File: src/cw_pkg.sv
// Constants, register map and state codes for the call-waiting alert qualifier.
// Assumes a 100 MHz system clock; all times are held in milliseconds.
package cw_pkg;

    // ------------------------------------------------------------
    // Clock and millisecond tick
    // ------------------------------------------------------------
    localparam int CLK_PERIOD_NS = 10;
    localparam int MS_NS = 1000000;
    // Clock cycles in one millisecond tick
    localparam int TICK_CYCLES_DEF = MS_NS / CLK_PERIOD_NS;
    localparam int TICK_W = 17;
    localparam int MS_W = 8;
    // Timer saturates here
    localparam logic [MS_W-1:0] MS_MAX = 8'hFF;

    // ------------------------------------------------------------
    // Qualification times in milliseconds
    // ------------------------------------------------------------
    // Built-in set: muting starts on the detect rise
    localparam logic [MS_W-1:0] BUILTIN_MUTE_DELAY_MS = 8'h00;
    localparam logic [MS_W-1:0] BUILTIN_MIN_PULSE_MS = 8'h0F;
    // Adjunct box: muting waits 15 ms
    localparam logic [MS_W-1:0] ADJUNCT_MUTE_DELAY_MS = 8'h0F;
    // Longest time the mute may take to settle
    localparam logic [MS_W-1:0] MUTE_SETTLE_MS = 8'h05;
    localparam logic [MS_W-1:0] PULSE_MARGIN_MS = 8'h0A;
    localparam logic [MS_W-1:0] ADJUNCT_MIN_PULSE_MS =
        ADJUNCT_MUTE_DELAY_MS + MUTE_SETTLE_MS + PULSE_MARGIN_MS;
    // Longest valid alert pulse
    localparam logic [MS_W-1:0] MAX_PULSE_MS = 8'h41;
    // Silence confirmation window and its floor
    localparam logic [MS_W-1:0] CONFIRM_MS = 8'h32;
    localparam logic [MS_W-1:0] MIN_CONFIRM_MS = 8'h1E;
    // End of burst to start of acknowledge
    localparam logic [MS_W-1:0] BURST_TO_ACK_MS = 8'h64;
    // Latest declaration after burst end: 10 ms drop, 5 ms switch, 50 ms window
    localparam logic [MS_W-1:0] LATEST_DECLARE_MS = 8'h41;
    localparam logic [MS_W-1:0] ACK_BUDGET_MS = BURST_TO_ACK_MS - LATEST_DECLARE_MS;
    // Timer value in the finish state at which the budget is spent
    localparam logic [MS_W-1:0] ACK_DEADLINE_MS = CONFIRM_MS + ACK_BUDGET_MS;

    // ------------------------------------------------------------
    // Register map (byte offsets) and fields
    // ------------------------------------------------------------
    localparam int ADDR_W = 4;
    localparam logic [ADDR_W-1:0] REG_CTRL = 4'h0;
    localparam logic [ADDR_W-1:0] REG_STAT = 4'h4;
    localparam logic [ADDR_W-1:0] REG_EVT = 4'h8;
    localparam logic [ADDR_W-1:0] REG_MASK = 4'hC;
    localparam int CTRL_EN = 0;
    localparam int CTRL_ADJ = 1;
    localparam int CTRL_PD = 2;
    localparam int CTRL_DONE = 3;
    localparam int CTRL_W = 3;
    localparam logic [CTRL_W-1:0] CTRL_RESET = 3'h0;
    localparam int STAT_STATE = 0;
    localparam int STAT_MUTE = 3;
    localparam int STAT_FSK = 4;
    localparam int STAT_DET = 5;
    localparam int STAT_LINE = 6;
    localparam int EV_W = 5;
    localparam int EV_VALID = 0;
    localparam int EV_SHORT = 1;
    localparam int EV_LONG = 2;
    localparam int EV_BREAK = 3;
    localparam int EV_LATE = 4;
    localparam logic [EV_W-1:0] EV_NONE = 5'h00;

    // ------------------------------------------------------------
    // Qualifier states
    // ------------------------------------------------------------
    typedef enum logic [2:0] {
        S_INITIAL = 3'h0,
        S_MUTE_DELAY_WAIT = 3'h1,
        S_PULSE_MEASURE = 3'h2,
        S_CONFIRM_SILENCE = 3'h3,
        S_FINISH_TRANSACTION = 3'h4,
        S_AWAIT_PULSE_END = 3'h5
    } qual_state_t;

endpackage

File: src/qual_if.sv
// Interface joining the qualifier core to its timer and detect synchroniser.
// Assumes all three share one clock.
`timescale 1ns/100ps
interface qual_if;
    import cw_pkg::*;
    // Timer clear request and elapsed milliseconds
    logic tmr_clr;
    logic [MS_W-1:0] ms_count;
    // Synchronised detect level and its edges
    logic det_lvl;
    logic det_rise;
    logic det_fall;

    modport timer (input tmr_clr, output ms_count);
    modport sync (output det_lvl, output det_rise, output det_fall);
    modport core (output tmr_clr, input ms_count, input det_lvl, input det_rise,
                  input det_fall);
endinterface // qual_if

File: src/ms_timer.sv
// Millisecond state timer: a tick divider and a saturating ms counter.
// Assumes a clear pulse from the core restarts both the divider and the count.
`timescale 1ns/100ps
module ms_timer #(
    parameter int TICK_CYCLES = cw_pkg::TICK_CYCLES_DEF
) (
    // Clock and reset
    input wire logic clk,
    input wire logic resetn,
    // Core side
    qual_if.timer q
);
    import cw_pkg::*;

    // Cycles within the current millisecond
    logic [TICK_W-1:0] div_r;
    logic [MS_W-1:0] ms_r;
    // One-cycle enable at each millisecond
    logic tick;

    assign tick = (div_r == TICK_W'(TICK_CYCLES - 1));
    assign q.ms_count = ms_r;

    // ------------------------------------------------------------
    // Divider and counter
    // ------------------------------------------------------------
    // Clear restarts the phase so a measured time is exact to a tick
    always_ff @(posedge clk or negedge resetn) begin
        if (!resetn) begin
            div_r <= '0;
        end else if (q.tmr_clr || tick) begin
            div_r <= '0;
        end else begin
            div_r <= div_r + TICK_W'(1);
        end
    end

    // Counter stops at its top value instead of wrapping
    always_ff @(posedge clk or negedge resetn) begin
        if (!resetn) begin
            ms_r <= '0;
        end else if (q.tmr_clr) begin
            ms_r <= '0;
        end else if (tick && ms_r != MS_MAX) begin
            ms_r <= ms_r + MS_W'(1);
        end
    end

endmodule // ms_timer

File: src/det_sync.sv
// Two-stage synchroniser for the receiver's detect output, with edge pulses.
// Assumes the detect pin may change at any time relative to clk.
`timescale 1ns/100ps
module det_sync (
    // Clock and reset
    input wire logic clk,
    input wire logic resetn,
    // Receiver pin
    input wire logic tone_detect_out,
    // Core side
    qual_if.sync q
);
    // First stage, read only by the second
    logic meta_r;
    // Second stage and a delayed copy for edges
    logic lvl_r;
    logic last_r;

    // ------------------------------------------------------------
    // Synchroniser
    // ------------------------------------------------------------
    // Sampled every clock, far finer than the shortest pulse
    always_ff @(posedge clk or negedge resetn) begin
        if (!resetn) begin
            meta_r <= 1'b0;
            lvl_r <= 1'b0;
            last_r <= 1'b0;
        end else begin
            meta_r <= tone_detect_out;
            lvl_r <= meta_r;
            last_r <= lvl_r;
        end
    end

    assign q.det_lvl = lvl_r;
    assign q.det_rise = lvl_r && !last_r;
    assign q.det_fall = !lvl_r && last_r;

endmodule // det_sync

File: src/alert_qualifier.sv
// Call-waiting alert qualifier: host-side controller beside the tone receiver.
// Assumes an Avalon-MM master, a synchronous clock and an asynchronous receiver.
// Contract
// - Initial: tone mode, timer cleared; rise starts
// - Delay wait: early fall resets; else start muting
// - Fall before minimum pulse: unmute, reset
// - High at 65 ms: unmute, await pulse end
// - Valid-length fall: FSK mode, clear, confirm silence
// - Rise before 50 ms: unmute, tone mode, initial
// - Quiet 50 ms: valid alert, finish transaction
// - Acknowledge starts within 100 ms of burst
// - Finish: unmute, clear, tone mode, initial
// - Await pulse end: on fall clear, initial
// - Built-in: no delay, 5 ms settle, 15 ms
// - Adjunct: 15 ms delay, minimum pulse delay+settle+10
// - Ignore the alert line; qualify on detect only
// - Sample detect faster than every 8 ms
// - Silence window at least 30 ms long
`timescale 1ns/100ps
module alert_qualifier #(
    parameter int TICK_CYCLES = cw_pkg::TICK_CYCLES_DEF
) (
    // Clock and reset
    input wire logic clk,
    input wire logic resetn,
    // Avalon-MM slave
    input wire logic [cw_pkg::ADDR_W-1:0] avs_address,
    input wire logic avs_read,
    input wire logic avs_write,
    input wire logic [31:0] avs_writedata,
    output logic [31:0] avs_readdata,
    output logic avs_waitrequest,
    // Receiver pins
    input wire logic tone_detect_out,
    input wire logic host_alert_line_n,
    output logic fsk_mode_sel,
    output logic power_down_select,
    // Local speech mute
    output logic mute_speech,
    // Interrupt
    output logic irq
);
    import cw_pkg::*;

    // ------------------------------------------------------------
    // Declarations
    // ------------------------------------------------------------
    qual_if q ();
    // Qualifier state and its outputs
    qual_state_t state_r, state_nxt;
    logic mute_r, mute_nxt;
    logic fsk_r, fsk_nxt;
    logic late_seen_r;
    // Events raised this cycle
    logic [EV_W-1:0] ev_set;
    // Software registers
    logic [CTRL_W-1:0] ctrl_r;
    logic [EV_W-1:0] evt_r, mask_r;
    // Read answer held one cycle
    logic rvalid_r;
    logic [31:0] rdata_r;
    // Bus decode
    logic wr_ctrl, wr_mask, rd_take, done_pulse;
    // Selected timing set
    logic [MS_W-1:0] mute_delay_ms, min_pulse_ms;
    logic [31:0] rd_mux;

    ms_timer #(.TICK_CYCLES(TICK_CYCLES)) u_timer (
        .clk(clk),
        .resetn(resetn),
        .q(q)
    );

    det_sync u_sync (
        .clk(clk),
        .resetn(resetn),
        .tone_detect_out(tone_detect_out),
        .q(q)
    );

    // ------------------------------------------------------------
    // Bus slave
    // ------------------------------------------------------------
    // Writes finish at once; reads take one wait state for registered data
    assign avs_waitrequest = avs_read && !rvalid_r;
    assign rd_take = avs_read && rvalid_r;
    assign wr_ctrl = avs_write && avs_address == REG_CTRL;
    assign wr_mask = avs_write && avs_address == REG_MASK;
    assign done_pulse = wr_ctrl && avs_writedata[CTRL_DONE];
    assign avs_readdata = rdata_r;

    // Register read mux; unmapped offsets read zero
    always_comb begin
        rd_mux = '0;
        unique case (avs_address)
            REG_CTRL: rd_mux[CTRL_W-1:0] = ctrl_r;
            REG_STAT: begin
                rd_mux[STAT_STATE +: 3] = state_r;
                rd_mux[STAT_MUTE] = mute_r;
                rd_mux[STAT_FSK] = fsk_r;
                rd_mux[STAT_DET] = q.det_lvl;
                // Reported only; never steers qualification
                rd_mux[STAT_LINE] = host_alert_line_n;
            end
            REG_EVT: rd_mux[EV_W-1:0] = evt_r;
            REG_MASK: rd_mux[EV_W-1:0] = mask_r;
            default: rd_mux = '0;
        endcase
    end

    // Read strobe and data capture
    always_ff @(posedge clk or negedge resetn) begin
        if (!resetn) begin
            rvalid_r <= 1'b0;
            rdata_r <= '0;
        end else begin
            rvalid_r <= avs_read && !rvalid_r;
            if (avs_read && !rvalid_r) begin
                rdata_r <= rd_mux;
            end
        end
    end

    // Control and mask registers; the done bit is a pulse, not stored
    always_ff @(posedge clk or negedge resetn) begin
        if (!resetn) begin
            ctrl_r <= CTRL_RESET;
            mask_r <= EV_NONE;
        end else begin
            if (wr_ctrl) begin
                ctrl_r <= avs_writedata[CTRL_W-1:0];
            end
            if (wr_mask) begin
                mask_r <= avs_writedata[EV_W-1:0];
            end
        end
    end

    // ------------------------------------------------------------
    // Events and interrupt
    // ------------------------------------------------------------
    // Read of the event register clears it; a new event wins over the clear
    always_ff @(posedge clk or negedge resetn) begin
        if (!resetn) begin
            evt_r <= EV_NONE;
        end else if (rd_take && avs_address == REG_EVT) begin
            evt_r <= ev_set;
        end else begin
            evt_r <= evt_r | ev_set;
        end
    end

    assign irq = |(evt_r & mask_r);

    // ------------------------------------------------------------
    // Qualifier state machine
    // ------------------------------------------------------------
    // Timing set chosen by the adjunct bit
    assign mute_delay_ms = ctrl_r[CTRL_ADJ] ? ADJUNCT_MUTE_DELAY_MS
                                            : BUILTIN_MUTE_DELAY_MS;
    assign min_pulse_ms = ctrl_r[CTRL_ADJ] ? ADJUNCT_MIN_PULSE_MS
                                           : BUILTIN_MIN_PULSE_MS;

    // Next state, outputs and timer clears
    always_comb begin
        state_nxt = state_r;
        mute_nxt = mute_r;
        fsk_nxt = fsk_r;
        q.tmr_clr = 1'b0;
        ev_set = EV_NONE;
        unique case (state_r)
            // Tone mode, timer held clear until a rise
            S_INITIAL: begin
                fsk_nxt = 1'b0;
                mute_nxt = 1'b0;
                q.tmr_clr = 1'b1;
                if (ctrl_r[CTRL_EN] && !ctrl_r[CTRL_PD] && q.det_rise) begin
                    state_nxt = S_MUTE_DELAY_WAIT;
                end
            end
            // Ignore pulses shorter than the mute delay
            S_MUTE_DELAY_WAIT: begin
                if (!q.det_lvl) begin
                    q.tmr_clr = 1'b1;
                    state_nxt = S_INITIAL;
                end else if (q.ms_count >= mute_delay_ms) begin
                    mute_nxt = 1'b1;
                    state_nxt = S_PULSE_MEASURE;
                end
            end
            // Measure the muted pulse
            S_PULSE_MEASURE: begin
                if (q.det_fall && q.ms_count < min_pulse_ms) begin
                    mute_nxt = 1'b0;
                    q.tmr_clr = 1'b1;
                    state_nxt = S_INITIAL;
                    ev_set[EV_SHORT] = 1'b1;
                end else if (q.det_fall) begin
                    fsk_nxt = 1'b1;
                    q.tmr_clr = 1'b1;
                    state_nxt = S_CONFIRM_SILENCE;
                end else if (q.ms_count >= MAX_PULSE_MS) begin
                    mute_nxt = 1'b0;
                    state_nxt = S_AWAIT_PULSE_END;
                    ev_set[EV_LONG] = 1'b1;
                end
            end
            // Listen for energy; window length well above its floor
            S_CONFIRM_SILENCE: begin
                if (q.det_rise) begin
                    mute_nxt = 1'b0;
                    fsk_nxt = 1'b0;
                    state_nxt = S_INITIAL;
                    ev_set[EV_BREAK] = 1'b1;
                end else if (q.ms_count >= CONFIRM_MS) begin
                    state_nxt = S_FINISH_TRANSACTION;
                    ev_set[EV_VALID] = 1'b1;
                end
            end
            // Software runs the acknowledge and writes done
            S_FINISH_TRANSACTION: begin
                if (done_pulse) begin
                    mute_nxt = 1'b0;
                    fsk_nxt = 1'b0;
                    q.tmr_clr = 1'b1;
                    state_nxt = S_INITIAL;
                end else if (q.ms_count >= ACK_DEADLINE_MS && !late_seen_r) begin
                    ev_set[EV_LATE] = 1'b1;
                end
            end
            // Too long for an alert; wait for it to end
            S_AWAIT_PULSE_END: begin
                if (!q.det_lvl) begin
                    q.tmr_clr = 1'b1;
                    state_nxt = S_INITIAL;
                end
            end
            default: begin
                state_nxt = S_INITIAL;
                q.tmr_clr = 1'b1;
            end
        endcase
    end

    // State register
    always_ff @(posedge clk or negedge resetn) begin
        if (!resetn) begin
            state_r <= S_INITIAL;
        end else begin
            state_r <= state_nxt;
        end
    end

    // Mute and receiver mode outputs
    always_ff @(posedge clk or negedge resetn) begin
        if (!resetn) begin
            mute_r <= 1'b0;
            fsk_r <= 1'b0;
        end else begin
            mute_r <= mute_nxt;
            fsk_r <= fsk_nxt;
        end
    end

    // Late acknowledge reported once per transaction
    always_ff @(posedge clk or negedge resetn) begin
        if (!resetn) begin
            late_seen_r <= 1'b0;
        end else if (state_r != S_FINISH_TRANSACTION) begin
            late_seen_r <= 1'b0;
        end else if (ev_set[EV_LATE]) begin
            late_seen_r <= 1'b1;
        end
    end

    assign mute_speech = mute_r;
    assign fsk_mode_sel = fsk_r;
    assign power_down_select = ctrl_r[CTRL_PD];
endmodule // alert_qualifier

File: config.mk
export PLATFORM = sky130hd
export DESIGN_NAME = alert_qualifier
export DESIGN_NICKNAME = d
export VERILOG_FILES = /design/src/cw_pkg.sv /design/src/qual_if.sv /design/src/ms_timer.sv /design/src/det_sync.sv /design/src/alert_qualifier.sv
export SDC_FILE = /design/constraint.sdc
export NUM_CORES = 1
export LEC_CHECK = 0
export BUFFER_PORTS_ARGS = -buffer_cell sky130_fd_sc_hd__buf_2
export CAP_MARGIN = 30
export CORE_MARGIN = 2
export CORE_UTILIZATION = 49
export CTS_CLUSTER_SIZE = 40
export DETAILED_ROUTE_END_ITERATION = 16
export PLACE_DENSITY = 0.77
export REMOVE_ABC_BUFFERS = 1
export SYNTH_ARGS = -nofsm -noshare
export SYNTH_HDL_FRONTEND = slang
export SYNTH_SLANG_ARGS = --single-unit
File: constraint.sdc
create_clock -name clk -period 2.01 [get_ports clk]
set_clock_uncertainty 0.15 [all_clocks]
set_input_delay 0 -clock clk [delete_from_list [all_inputs] [get_ports clk]]
set_output_delay 0 -clock clk [all_outputs]
set_load 0.005 [all_outputs]
==> results.md, run 1 <==
Run status:
- The run finished with clean final reports.

Clocking:
- CTS saw 55 sinks.
- The library cell used as clock root buffer is sky130_fd_sc_hd__clkbuf_8.
- The clock tree synthesis step divided the H-tree into 2 levels.
- The clock tree buffer depth is 2.
- The latest clock arrival within the worst-skew pair is 320 ps.
- Clock-pin slew was measured on the worst setup and hold paths at 100 ps.
- TritonCTS built the clock tree.
- Buffers inserted during clock tree synthesis total 5.

Yosys:
- Synthesis inferred 55 register bits.
- Summing every instance area after synthesis gives 3270 um2.
- The count of unique library cells instantiated by Yosys is 55.
- The main flop type after synthesis is sky130_fd_sc_hd__dfrtp_1.
- Of the synthesized area, sequential elements account for 0.421.
- The leading area contributor after synthesis is sky130_fd_sc_hd__dfrtp_1.
- The async set-or-reset flop fraction in the synthesized netlist is 1.00.
- Synthesis handed over a netlist of 330 instances.
- The commonest cells after synthesis are sky130_fd_sc_hd__dfrtp_1 (55), sky130_fd_sc_hd__nor2_1 (38), sky130_fd_sc_hd__buf_4 (25), sky130_fd_sc_hd__nand2_1 (25), sky130_fd_sc_hd__nand3_1 (15).
- The number of enable-type register cells in the synthesized netlist is 0.
- For this run, the number of Yosys warnings is 0.
- The area fraction of the dominant cell type after synthesis is 0.421.
- sky130_fd_sc_hd__dfrtp_1 is the most common cell in the netlist.
- Sorting the synthesized cells by area gives the leading types as sky130_fd_sc_hd__dfrtp_1 (42%), sky130_fd_sc_hd__buf_4 (5.7%), sky130_fd_sc_hd__nor2_1 (4.4%).
- The average cell area after synthesis is 9.90 um2.

Timing:
- Setup violations remaining at the end of the flow were counted as 0.
- The post-route clock period utilization is 0.979.
- The worst path setup slack after routing is 41.4 ps.
- Setup repair after global routing could not meet its margin everywhere.
- The worst pin sits at a relative slew slack of 0.546.
- Hold timing on the final database bottoms out at a slack of 13.4 ps.
- The number of hold violations in the final report is 0.
- The maximum clock rate is 508 MHz.
- For the pin with the worst max-slew slack, the measured transition is 681 ps.
- For the finished layout, the period the worst path requires is 1970 ps.
- The count of final max-slew check failures is 0.

Pwr:
- Of the total power, the share spent switching nets is 0.342.
- For this design the ratio of total power to cell area is 745 nW/um2.
- Of the total power, registers draw 0.456.
- The post-route total power is 2.88 mW.
- The worst supply voltage drop on vdd is 0.000422 V.
- The power share of the clock group is 0.213.
- The net load switching power is 983 uW.
- Summed over all cells, the static leakage comes to 1.77 nW.
- Of the total power, combinational logic draws 0.331.
- Internal power comes to 1.89 mW.

Cells and area:
- In the final layout, the multi-input gates occupy 1790 um2.
- The antenna diode count is 0.
- The register area is 1380 um2.
- After the flow finishes, the layout carries non-filler instances totaling 467.
- The synthesis-to-layout area growth is 18.2%.
- The fraction of layout instances using a drive strength above 1 is 0.251.
- Fill cells in the final layout number 517.
- The net count of the finished layout is 442.

Route:
- The starting DRC count in detailed routing is 137.
- The final wirelength is 7.02 mm.
- The via-per-instance ratio is 5.52.
- The number of nets still failing antenna checks after routing is 0.
- The vias after detailed routing is 2577.
- The remaining routing DRC violations is 0.
- The number of search-and-repair iterations in the first detailed-routing pass is 5.
- The routed length per instance is 15.0 um.

Critical path:
- The highest fanout seen on the critical path is 4.
- At the worst endpoint, the required time is 2050 ps.
- The class of the most critical setup path is reg -> reg.
- On the worst path, the slowest cell contributes a delay of 370 ps.
- The cell with the biggest individual delay on the critical path is sky130_fd_sc_hd__dfrtp_1.
- The type of element capturing the critical path is a flip-flop.
- STA puts the critical path data arrival time at 2010 ps.
- The signal on the critical path passes through inv_2 > buf_6 > ha_2 > nand2_2 > a211oi_2 > o211ai_1 > buf_4 > a31oi_4 > a31oi_1.
- The element type at the critical path start is a flip-flop.

Placed design:
- The half-perimeter wire length of the detailed placement result is 4.87 mm.
- The routability congestion estimate from global placement is 0.858.
- Including well taps, the total number of placed cells is 442.
- Port buffering added 26 buffers.
- The pre-CTS worst setup slack is 17.3 ps.

Global route:
- The first global-routing pass estimated 11.4 mm of wire.
- The initial antenna violation count is 0.
- The via count of the first global-routing pass is 2467.
- The final global-route overflow total is 0.
- For this run, global-route usage on met1 was measured as 0.256.
- Entering global routing, the biggest net connects 56 pins.
- met2 is the most crowded layer.
- The total routing usage reported by global routing is 0.192.
- The met3 layer usage reported by global route is 0.0279.
- In the global route stage, met2 resource usage came out at 0.324.

Floorplanning:
- The floorplan step defined a die boundary enclosing 7340 um2.
- Measured along the y axis, the die boundary spans 85.7 um.
- The floorplan has 29 rows.
- The die is 85.7 um wide.
- For this configuration, the core starts out at a cell density of 0.512.
- The total area inside the core boundary comes to 6390 um2.
- Pin placement for this block handled 79 I/O pins.

Job:
- The tool flagged a number of max-cap violations equal to 0.

Hold path:
- The type of the worst min-delay path is in -> reg.
cells by family (layout without fill, tap and decap cells):
family / after synthesis / count (layout) / share of synthesized area
and+or+nand+nor: 135 / 135 / 0.214
DFF: 55 / 55 / 0.421
buffers and inverters: 48 / 84 / 0.0938
AOI/OAI and AO/OA: 43 / 43 / 0.104
xor gates and xnor gates: 22 / 22 / 0.0590
muxes: 15 / 15 / 0.0647
adders and majority gates: 11 / 11 / 0.0421
other: 1 / 25 / 0.00115
per-layer routing:
metal / routed length, um / vias to the layer above
li1: - / 1236
met1: 3020 / 1246
met2: 3560 / 87
met3: 345 / 8
met4: 97 / 0
met5: 0 / -
layout make-up:
class	count	area share
Clock buffer	5	0.0178
Clock inverter	3	0.00518
Inverter	8	0.00777
Multi-Input combinational cell	251	0.462
Sequential cell	55	0.357
Tap cell	77	0.0249
Timing Repair Buffer	68	0.125
registers in the layout (all words and copies together) (netlist names), 3 cells and up:
register / flops
avs_readdata: 7
ctrl_r: 3
evt_r: 5
mask_r: 5
state_r: 3
u_timer.div_r: 17
u_timer.q.ms_count: 8
worst paths after layout:
kind / startpoint / to / slack [ps] / depth (start not counted)
setup / recovery: ctrl_r[1] / mute_speech / 40 / 9
hold / removal: avs_read / rvalid_r / 10 / 3
setup reg to reg: ctrl_r[1] / mute_speech / 40 / 9
hold reg to reg: u_sync.meta_r / u_sync.q.det_lvl / 210 / 0
max in group asynchronous: resetn / u_timer.q.ms_count[1] / 1040 / 3
min in group asynchronous: resetn / u_timer.div_r[3] / 190 / 3
power groups by stage:
stage	clock (mW)	combinational, mW	sequential (mW)
3_5_place_dp	0	0.826	1.33
2_1_floorplan	0	0.491	1.34
4_1_cts	0.636	0.848	1.30
6_report	0.613	0.952	1.31
3_3_place_gp	0	0.807	1.32
5_1_grt	0.673	1.04	1.33
through the flow:
step | area [um2] | util | setup TNS (ps)
6_report | 3860 | 0.605 | 0
5_1_grt | 3860 | 0.605 | -143
4_1_cts | 3720 | 0.583 | 0
3_5_place_dp | 3500 | 0.547 | 0
3_3_place_gp | 3500 | 0.547 | 0
2_1_floorplan | 3080 | - | 0
cells in the final DEF, fill, tap and decap left out, types with 2 or more instances in the layout:
| master | count |
|---|---|
| sky130_fd_sc_hd__a211o_1 | 4 |
| sky130_fd_sc_hd__a21o_1 | 2 |
| sky130_fd_sc_hd__a21oi_1 | 2 |
| sky130_fd_sc_hd__a22o_1 | 6 |
| sky130_fd_sc_hd__a22oi_1 | 3 |
| sky130_fd_sc_hd__and3_1 | 9 |
| sky130_fd_sc_hd__and4_1 | 3 |
| sky130_fd_sc_hd__buf_2 | 26 |
| sky130_fd_sc_hd__buf_4 | 27 |
| sky130_fd_sc_hd__clkbuf_8 | 5 |
| sky130_fd_sc_hd__clkinvlp_4 | 2 |
| sky130_fd_sc_hd__conb_1 | 25 |
| sky130_fd_sc_hd__dfrtp_1 | 54 |
| sky130_fd_sc_hd__dlygate4sd3_1 | 14 |
| sky130_fd_sc_hd__ha_1 | 9 |
| sky130_fd_sc_hd__ha_2 | 2 |
| sky130_fd_sc_hd__inv_1 | 5 |
| sky130_fd_sc_hd__inv_2 | 3 |
| sky130_fd_sc_hd__mux2_2 | 10 |
| sky130_fd_sc_hd__mux2i_1 | 2 |
| sky130_fd_sc_hd__mux4_1 | 3 |
| sky130_fd_sc_hd__nand2_1 | 24 |
| sky130_fd_sc_hd__nand2b_1 | 6 |
| sky130_fd_sc_hd__nand3_1 | 14 |
| sky130_fd_sc_hd__nand3_2 | 3 |
| sky130_fd_sc_hd__nand3b_1 | 2 |
| sky130_fd_sc_hd__nand4_1 | 4 |
| sky130_fd_sc_hd__nor2_1 | 38 |
| sky130_fd_sc_hd__nor2b_1 | 3 |
| sky130_fd_sc_hd__nor3_1 | 10 |
| sky130_fd_sc_hd__nor4_1 | 5 |
| sky130_fd_sc_hd__nor4b_4 | 2 |
| sky130_fd_sc_hd__o21ai_0 | 8 |
| sky130_fd_sc_hd__xnor2_1 | 13 |
| sky130_fd_sc_hd__xor2_1 | 9 |
repair_timing:
action | in CTS | in global routing
buffers inserted | 0 | 3
endpoints found under the hold margin | 71 | 0
pin swaps | 1 | 8
gates resized for setup | 0 | 24
hold buffers | 14 | 0
endpoints found under the setup margin | 1 | 24
cloned | 0 | 0
worst max-delay path: cells and delay by family (launching register included):
family,cells,cell delay (ps)
buffers and inverters,3,360
AOI/OAI and AO/OA,4,570
adders and majority gates,1,320
DFF,1,370
and+or+nand+nor,1,50
Note: power is estimated with default switching activity, not from simulation.
==> run 2, diff against run 1 <==
MAX_ROUTING_LAYER = met4   (was default)
==> results.md, run 2 (synthesized netlist as in run 1, its figures left out) <==
Run status:
- The flow ran to the end, and the final reports show no timing, DRC or antenna violations.

Hold path:
- The worst hold path cell count is 3 (unchanged).
- The startpoint identified for the worst hold timing path is avs_read.
- The end point of the worst hold path is rvalid_r.
- In this run the worst hold path is classified as in -> reg.

Cells and area:
- Compared with the post-synthesis result, the final layout area differs by 17.4%.
- The core occupancy in the finished layout is 0.601 (-0.00411).
- The number of filler cells placed in the layout is 519 (+0.39%).
- The flip-flop count of the largest register after layout came to 17 (unchanged).
- The register area is 1380 um2 (unchanged).
- The register with the most flip-flops in the final layout is u_timer.div_r.
- The fraction of layout instances using a drive strength above 1 is 0.238 (-0.0128).
- The area used by multi-input combinational logic is 1760 um2 (-1.3%).
- The library cell used most frequently in the layout, excluding fill and tap cells, is sky130_fd_sc_hd__dfrtp_1.
- The antenna diode count is 0 (unchanged).
- The final layout net count came to 442 (unchanged).
- The top cell types in the final layout, fill and taps aside, are sky130_fd_sc_hd__dfrtp_1 (54), sky130_fd_sc_hd__nor2_1 (38), sky130_fd_sc_hd__buf_4 (28), sky130_fd_sc_hd__buf_2 (26).

Clocking:
- The clock sink count is 55 (unchanged).
- The CTS tree is built.
- The maximum level of the CTS H-tree is 2 (unchanged).
- The clock transition at the registers of the reported paths is 100 ps (about the same).
- The CTS buffer count is 5 (unchanged).
- The latest clock arrival within the worst-skew pair is 310 ps (about the same).
- CTS placed an instance of sky130_fd_sc_hd__clkbuf_8 at the clock tree root.
- The clock tree buffer depth is 2 (unchanged).

Critical path:
- The class of the most critical setup path is reg -> reg.
- The element type at the critical path start is a flip-flop.
- The largest incremental delay on the critical path came to 430 ps (+60 ps).
- The count of cells along the worst register-to-register path came to 6 (-3).
- The largest delay contributor family on the critical path is simple AND/OR/NAND/NOR gates.
- The worst path required time is 2070 ps (+20 ps).
- The number of buffer and inverter instances along the worst setup path is 1 (-2).
- The arrival time reported for the critical path endpoint is 2020 ps (about the same).
- The highest fanout seen on the critical path is 6 (+2).
- In this run the critical register-to-register path is launched from u_timer.q.ms_count[0].
- The cell with the biggest individual delay on the critical path is sky130_fd_sc_hd__dfrtp_1.
- The worst register-to-register path ends at u_timer.q.ms_count[7].
- The type of element capturing the critical path is a flip-flop.
- The worst-case register-to-register setup slack was 50 ps (about the same).
- The critical path goes through buf_4 > ha_1 > and4_1 > nor4_1 > xnor2_1 > nor2_1.

Placed design:
- The routability congestion estimate from global placement was 0.872 (+1.6%).
- The pre-CTS worst setup slack is 17.3 ps (unchanged).
- The number of buffers added on ports is 26 (unchanged).
- The half-perimeter wire length of the detailed placement result is 4.87 mm (unchanged).

Floorplanning:
- The floorplan core area is 6390 um2 (unchanged).
- The boundary pin count is 79 (unchanged).
- The initial core utilization was 0.512 (unchanged).
- The number of core rows is 29 (unchanged).
- The chip width is 85.7 um (unchanged).
- The area of the die is 7340 um2 (unchanged).
- The die span in y came to 85.7 um (unchanged).

Route:
- The met3 wire length came to 304 um (-12%).
- The final wirelength is 6.93 mm (-1.2%).
- The remaining routing DRC violations is 0 (unchanged).
- The number of search-and-repair iterations in the first detailed-routing pass is 4 (-1).
- The via-per-instance ratio came to 5.49 (-0.47%).
- The routed length per instance came to 14.8 um (-1.2%).
- The number of nets still failing antenna checks after routing was 0 (unchanged).
- The starting DRC count in detailed routing is 145 (+5.8%).
- Routed signal wires occupy layers up through met4.
- The met1 wire length is 3.06 mm (+1.2%).
- The detailed route wirelength on metal2 is 3.48 mm (-2.2%).
- The vias after detailed routing came to 2565 (-0.47%).

Global route:
- The initial antenna violation count is 0 (unchanged).
- The via count of the first global-routing pass is 2470 (+0.12%).
- The first-pass GRT wire length is 11.4 mm (+0.12%).
- The final global-route overflow total was 0 (unchanged).
- The maximum number of pins on one net before global-route repair came to 56 (unchanged).
- The total routing usage reported by global routing is 0.198 (+0.00621).

Timing:
- The relative slew slack is 0.547 (+0.00147).
- The number of hold violations in the final report is 0 (unchanged).
- The maximum clock rate is 510 MHz (+0.40%).
- The pin slew with the least headroom to its limit is 679 ps (-2.20 ps).
- Setup repair after global routing could not meet its margin everywhere.
- The sum of negative setup slack is 0 ps (unchanged).
- The worst path setup slack after routing was 49.3 ps (+7.90 ps).
- The final critical-path required period is 1960 ps (-7.90 ps).
- The count of final max-slew check failures came to 0 (unchanged).
- The post-route clock period utilization is 0.975 (-0.00393).
- The final count of negative-setup-slack endpoints is 0 (unchanged).

Pwr:
- The worst supply voltage drop on vdd is 0.000417 V (-1.2%).
- The leakage power is 1.77 nW (-0.21%).
- The ratio of total power to cell area is 737 nW/um2 (-0.96%).

Job:
- The number of max-cap violations is 0 (unchanged).
run 2: worst max path at each step:
| stage | start | endpoint | slack, ps | cells after the start |
|---|---|---|---|---|
| floorplan | u_timer.q.ms_count[4] | fsk_mode_sel | 80 | 5 |
| global placement | u_timer.q.ms_count[0] | state_r[0] | 30 | 7 |
| detailed placement | ctrl_r[1] | state_r[0] | 20 | 8 |
| CTS | u_timer.q.ms_count[0] | state_r[2] | 2 | 7 |
| global route | u_timer.q.ms_count[0] | state_r[1] | -40 | 7 |
| finish | u_timer.q.ms_count[0] | u_timer.q.ms_count[7] | 50 | 6 |
run 2: worst reg2reg max path, cell delays in order (launching register included):
cell and delay [ps]:
sky130_fd_sc_hd__dfrtp_1 430, sky130_fd_sc_hd__buf_4 170, sky130_fd_sc_hd__ha_1 230, sky130_fd_sc_hd__and4_1 280, sky130_fd_sc_hd__nor4_1 370, sky130_fd_sc_hd__xnor2_1 170
sky130_fd_sc_hd__nor2_1 50
run 2: repair_timing:
action,4_1_cts,5_1_grt
hold buffers,14,0
endpoints found under the setup margin,1,24
buffers inserted,0,3
hold endpoints to repair,71,0
resized for setup,0,18
pin swaps,1,7
run 2: final cells by class:
type                       count  share of cell area
tap                           77              0.0251
timing repair buffer          68               0.125
inverter                       8             0.00783
multi-input combinational    251               0.460
sequential                    55               0.359
clock inverter                 3             0.00522
clock buffer                   5              0.0179
run 2: metrics by stage:
step	std cells	cell area, um2	hold slack (ps)	power [mW]
2_1_floorplan	314	3080	-446	1.83
3_3_place_gp	442	3500	-42.5	2.13
3_5_place_dp	442	3500	-30.5	2.15
4_1_cts	464	3720	6.91	2.79
5_1_grt	467	3840	33.4	3.00
6_report	467	3840	18.8	2.83
run 2: report_power, final:
part | internal, mW | switching [mW] | leakage [nW] | total [mW]
Clock | 0.243 | 0.368 | 0.0402 | 0.611
Sequential | 1.22 | 0.0887 | 0.739 | 1.31
Combinational | 0.411 | 0.501 | 0.992 | 0.912
run 2: layer usage:
layer | vias to the layer above | GRT usage
li1 | 1238 | -
met1 | 1242 | 0.256
met2 | 77 | 0.325
met3 | 8 | 0.0279
met4 | 0 | 0.0635
met5 | - | -
==> run 3, diff against run 2 <==
REMOVE_ABC_BUFFERS = default   (was 1)
==> results.md, run 3 (synthesized netlist as in run 1, its figures left out) <==
Global route:
- The final global-route overflow total is 0 (unchanged).
- The initial antenna violation count is 0 (unchanged).
- The maximum number of pins on one net before global-route repair is 33 (-41%).
- The via count of the first global-routing pass is 2495 (+1.0%).
- The first-pass GRT wire length was 11.5 mm (+0.31%).
- The total routing usage reported by global routing is 0.200 (+0.00198).

Clocking:
- The CTS buffer count is 5 (unchanged).
- The clock sink count is 55 (unchanged).
- TritonCTS built the clock tree.
- The latest clock arrival within the worst-skew pair is 320 ps (about the same).
- The clock transition at the registers of the reported paths is 110 ps (about the same).
- CTS placed an instance of sky130_fd_sc_hd__clkbuf_8 at the clock tree root.
- The clock tree buffer depth was 2 (unchanged).
- The maximum level of the CTS H-tree is 2 (unchanged).

Floorplanning:
- The initial core utilization is 0.512 (unchanged).
- The number of core rows is 29 (unchanged).
- The floorplan core area is 6390 um2 (unchanged).
- The area of the die came to 7340 um2 (unchanged).
- The boundary pin count is 79 (unchanged).
- The die span in y is 85.7 um (unchanged).
- The chip width was 85.7 um (unchanged).

Critical path:
- The worst path required time is 2070 ps (about the same).
- The worst-case register-to-register setup slack is 70 ps (+20 ps).
- On the critical path, the stage with the largest delay is an instance of sky130_fd_sc_hd__a2111oi_4.
- STA classifies the critical path endpoint as a flip-flop.
- The class of the most critical setup path is reg -> reg.
- The largest incremental delay on the critical path is 430 ps (about the same).
- Traced cell by cell, the critical path runs through inv_2 > ha_4 > and4_4 > a2111oi_4 > nor4_1 > a211o_1.
- The arrival time reported for the critical path endpoint came to 2000 ps (-20 ps).
- The number of buffer and inverter instances along the worst setup path came to 1 (unchanged).
- The highest fanout seen on the critical path is 4 (-2).
- STA classifies the critical path startpoint as a flip-flop.
- Grouping stages by cell kind, the critical path spends the most delay in compound AO/OA/AOI/OAI gates.

Cells and area:
- The antenna diode count came to 0 (unchanged).
- The number of filler cells placed in the layout is 540 (+4.0%).
- The register with the most flip-flops in the final layout is u_timer.div_r.
- Leaving out fill and tap cells, the most frequent cell in the layout is sky130_fd_sc_hd__dfrtp_1.
- The final layout net count is 445 (+0.68%).
- The core occupancy in the finished layout is 0.605 (+0.00411).
- The final instance count without filler cells is 470 (+0.64%).
- The synthesis-to-layout area growth is 18.2%.
- The flip-flop count of the largest register after layout was 17 (unchanged).
- In the layout the commonest cells are sky130_fd_sc_hd__dfrtp_1 (54), sky130_fd_sc_hd__nor2_1 (38), sky130_fd_sc_hd__buf_4 (30), sky130_fd_sc_hd__buf_2 (26).
- The area of all placed cells without fillers is 3860 um2 (+0.68%).
- The fraction of layout instances using a drive strength above 1 is 0.242 (+0.00327).

Route:
- The number of nets still failing antenna checks after routing is 0 (unchanged).
- The via-per-instance ratio is 5.50 (+0.18%).
- The final wirelength came to 6.94 mm (+0.10%).
- The remaining routing DRC violations is 0 (unchanged).
- The routed length per instance is 14.8 um (-0.54%).
- The vias after detailed routing is 2586 (+0.82%).
- The starting DRC count in detailed routing is 123 (-15%).
- The number of search-and-repair iterations in the first detailed-routing pass is 4 (unchanged).

Timing:
- The post-route clock period utilization is 0.964 (-0.0115).
- Setup repair after global routing could not meet its margin everywhere.
- The relative slew slack is 0.622 (+0.0742).
- The pin slew with the least headroom to its limit was 568 ps (-111 ps).
- The count of final max-slew check failures is 0 (unchanged).
- The final count of negative-setup-slack endpoints was 0 (unchanged).
- The number of hold violations in the final report came to 0 (unchanged).
- The worst path setup slack after routing came to 72.5 ps (+23.2 ps).
- The final critical-path required period is 1940 ps (-23.2 ps).
- The sum of negative setup slack is 0 ps (unchanged).
- The post-route worst hold slack came to 13.8 ps (-5.07 ps).
- The maximum clock rate is 516 MHz (+1.2%).

Pwr:
- The worst supply voltage drop on vdd is 0.000424 V (+1.5%).
- The ratio of total power to cell area is 744 nW/um2 (+0.83%).
- The post-route total power came to 2.87 mW (+1.5%).
- The leakage power is 1.79 nW (+1.0%).

Run status:
- The run finished with clean final reports.

Placed design:
- The routability congestion estimate from global placement is 0.893 (+2.4%).
- The total instance count after detailed placement is 444 (+0.45%).
- The number of buffers added on ports is 26 (unchanged).
- The half-perimeter wire length of the detailed placement result was 4.93 mm (+1.2%).
- The post-place instance area is 3520 um2 (+0.79%).
- The pre-CTS worst setup slack is -15.5 ps (-32.8 ps).

Hold path:
- The min-delay analysis places its worst path in the category in -> reg.

Job:
- The number of max-cap violations is 0 (unchanged).
==> run 3: cell count changes in the layout (fill, tap and decap cells not counted), moves of 2 or more <==
cell | previous run | this run
sky130_fd_sc_hd__nor4_1 | 5 | 2
sky130_fd_sc_hd__nor4_2 | 0 | 3
sky130_fd_sc_hd__inv_6 | 0 | 2
sky130_fd_sc_hd__nor4b_4 | 2 | 0
sky130_fd_sc_hd__buf_4 | 28 | 30
sky130_fd_sc_hd__nor4b_2 | 1 | 3
==> run 3: final cells by class <==
| type | instances | area [um2] | share of cell area |
|---|---|---|---|
| clock buffers | 5 | 68.8 | 0.0178 |
| multi-input cells | 251 | 1750 | 0.453 |
| repair buffers | 71 | 515 | 0.133 |
| clock inverters | 3 | 25.0 | 0.00648 |
| inverters | 8 | 30.0 | 0.00777 |
| flip-flops and latches | 55 | 1380 | 0.357 |
| well taps | 77 | 96.3 | 0.0249 |
==> run 3: worst paths after layout <==
| kind | startpoint | to | depth (start not counted) |
|---|---|---|---|
| setup / recovery | ctrl_r[1] | fsk_mode_sel | 6 |
| min in group asynchronous | resetn | state_r[2] | 2 |
| hold / removal | avs_write | ctrl_r[0] | 3 |
| max in group asynchronous | resetn | u_timer.div_r[0] | 3 |
| hold reg to reg | u_sync.meta_r | u_sync.q.det_lvl | 0 |
| setup reg to reg | ctrl_r[1] | fsk_mode_sel | 6 |
==> run 3: repair_timing <==
action                                 CTS  global route
setup endpoints to repair                2            11
gates resized for setup                  1            13
buffers inserted                         0             4
pin swaps                                2             7
hold buffers                            14             0
endpoints found under the hold margin   71             0
==> run 3: where the power goes <==
part           leakage, nW  switching [mW]  internal (mW)  total (mW)
clock network       0.0452           0.396          0.255       0.651
registers            0.739          0.0944           1.22        1.31
logic                 1.00           0.487          0.422       0.910
total                 1.79           0.977           1.89        2.87
==> run 3: layer usage <==
| layer | routed length, um | vias to the layer above | share of wire | global-route usage |
|---|---|---|---|---|
| met2 | 3560 | 86 | 0.51 | 0.341 |
| li1 | - | 1247 | - | - |
| met5 | 0 | - | 0 | - |
| met3 | 366 | 12 | 0.053 | 0.0414 |
| met1 | 2920 | 1241 | 0.42 | 0.248 |
| met4 | 98 | 0 | 0.014 | 0.0433 |
==> run 3: worst min-delay path, cell delays in order <==
cell	delay, ps
sky130_fd_sc_hd__buf_2	110
sky130_fd_sc_hd__nand3b_1	170
sky130_fd_sc_hd__mux2_2	180
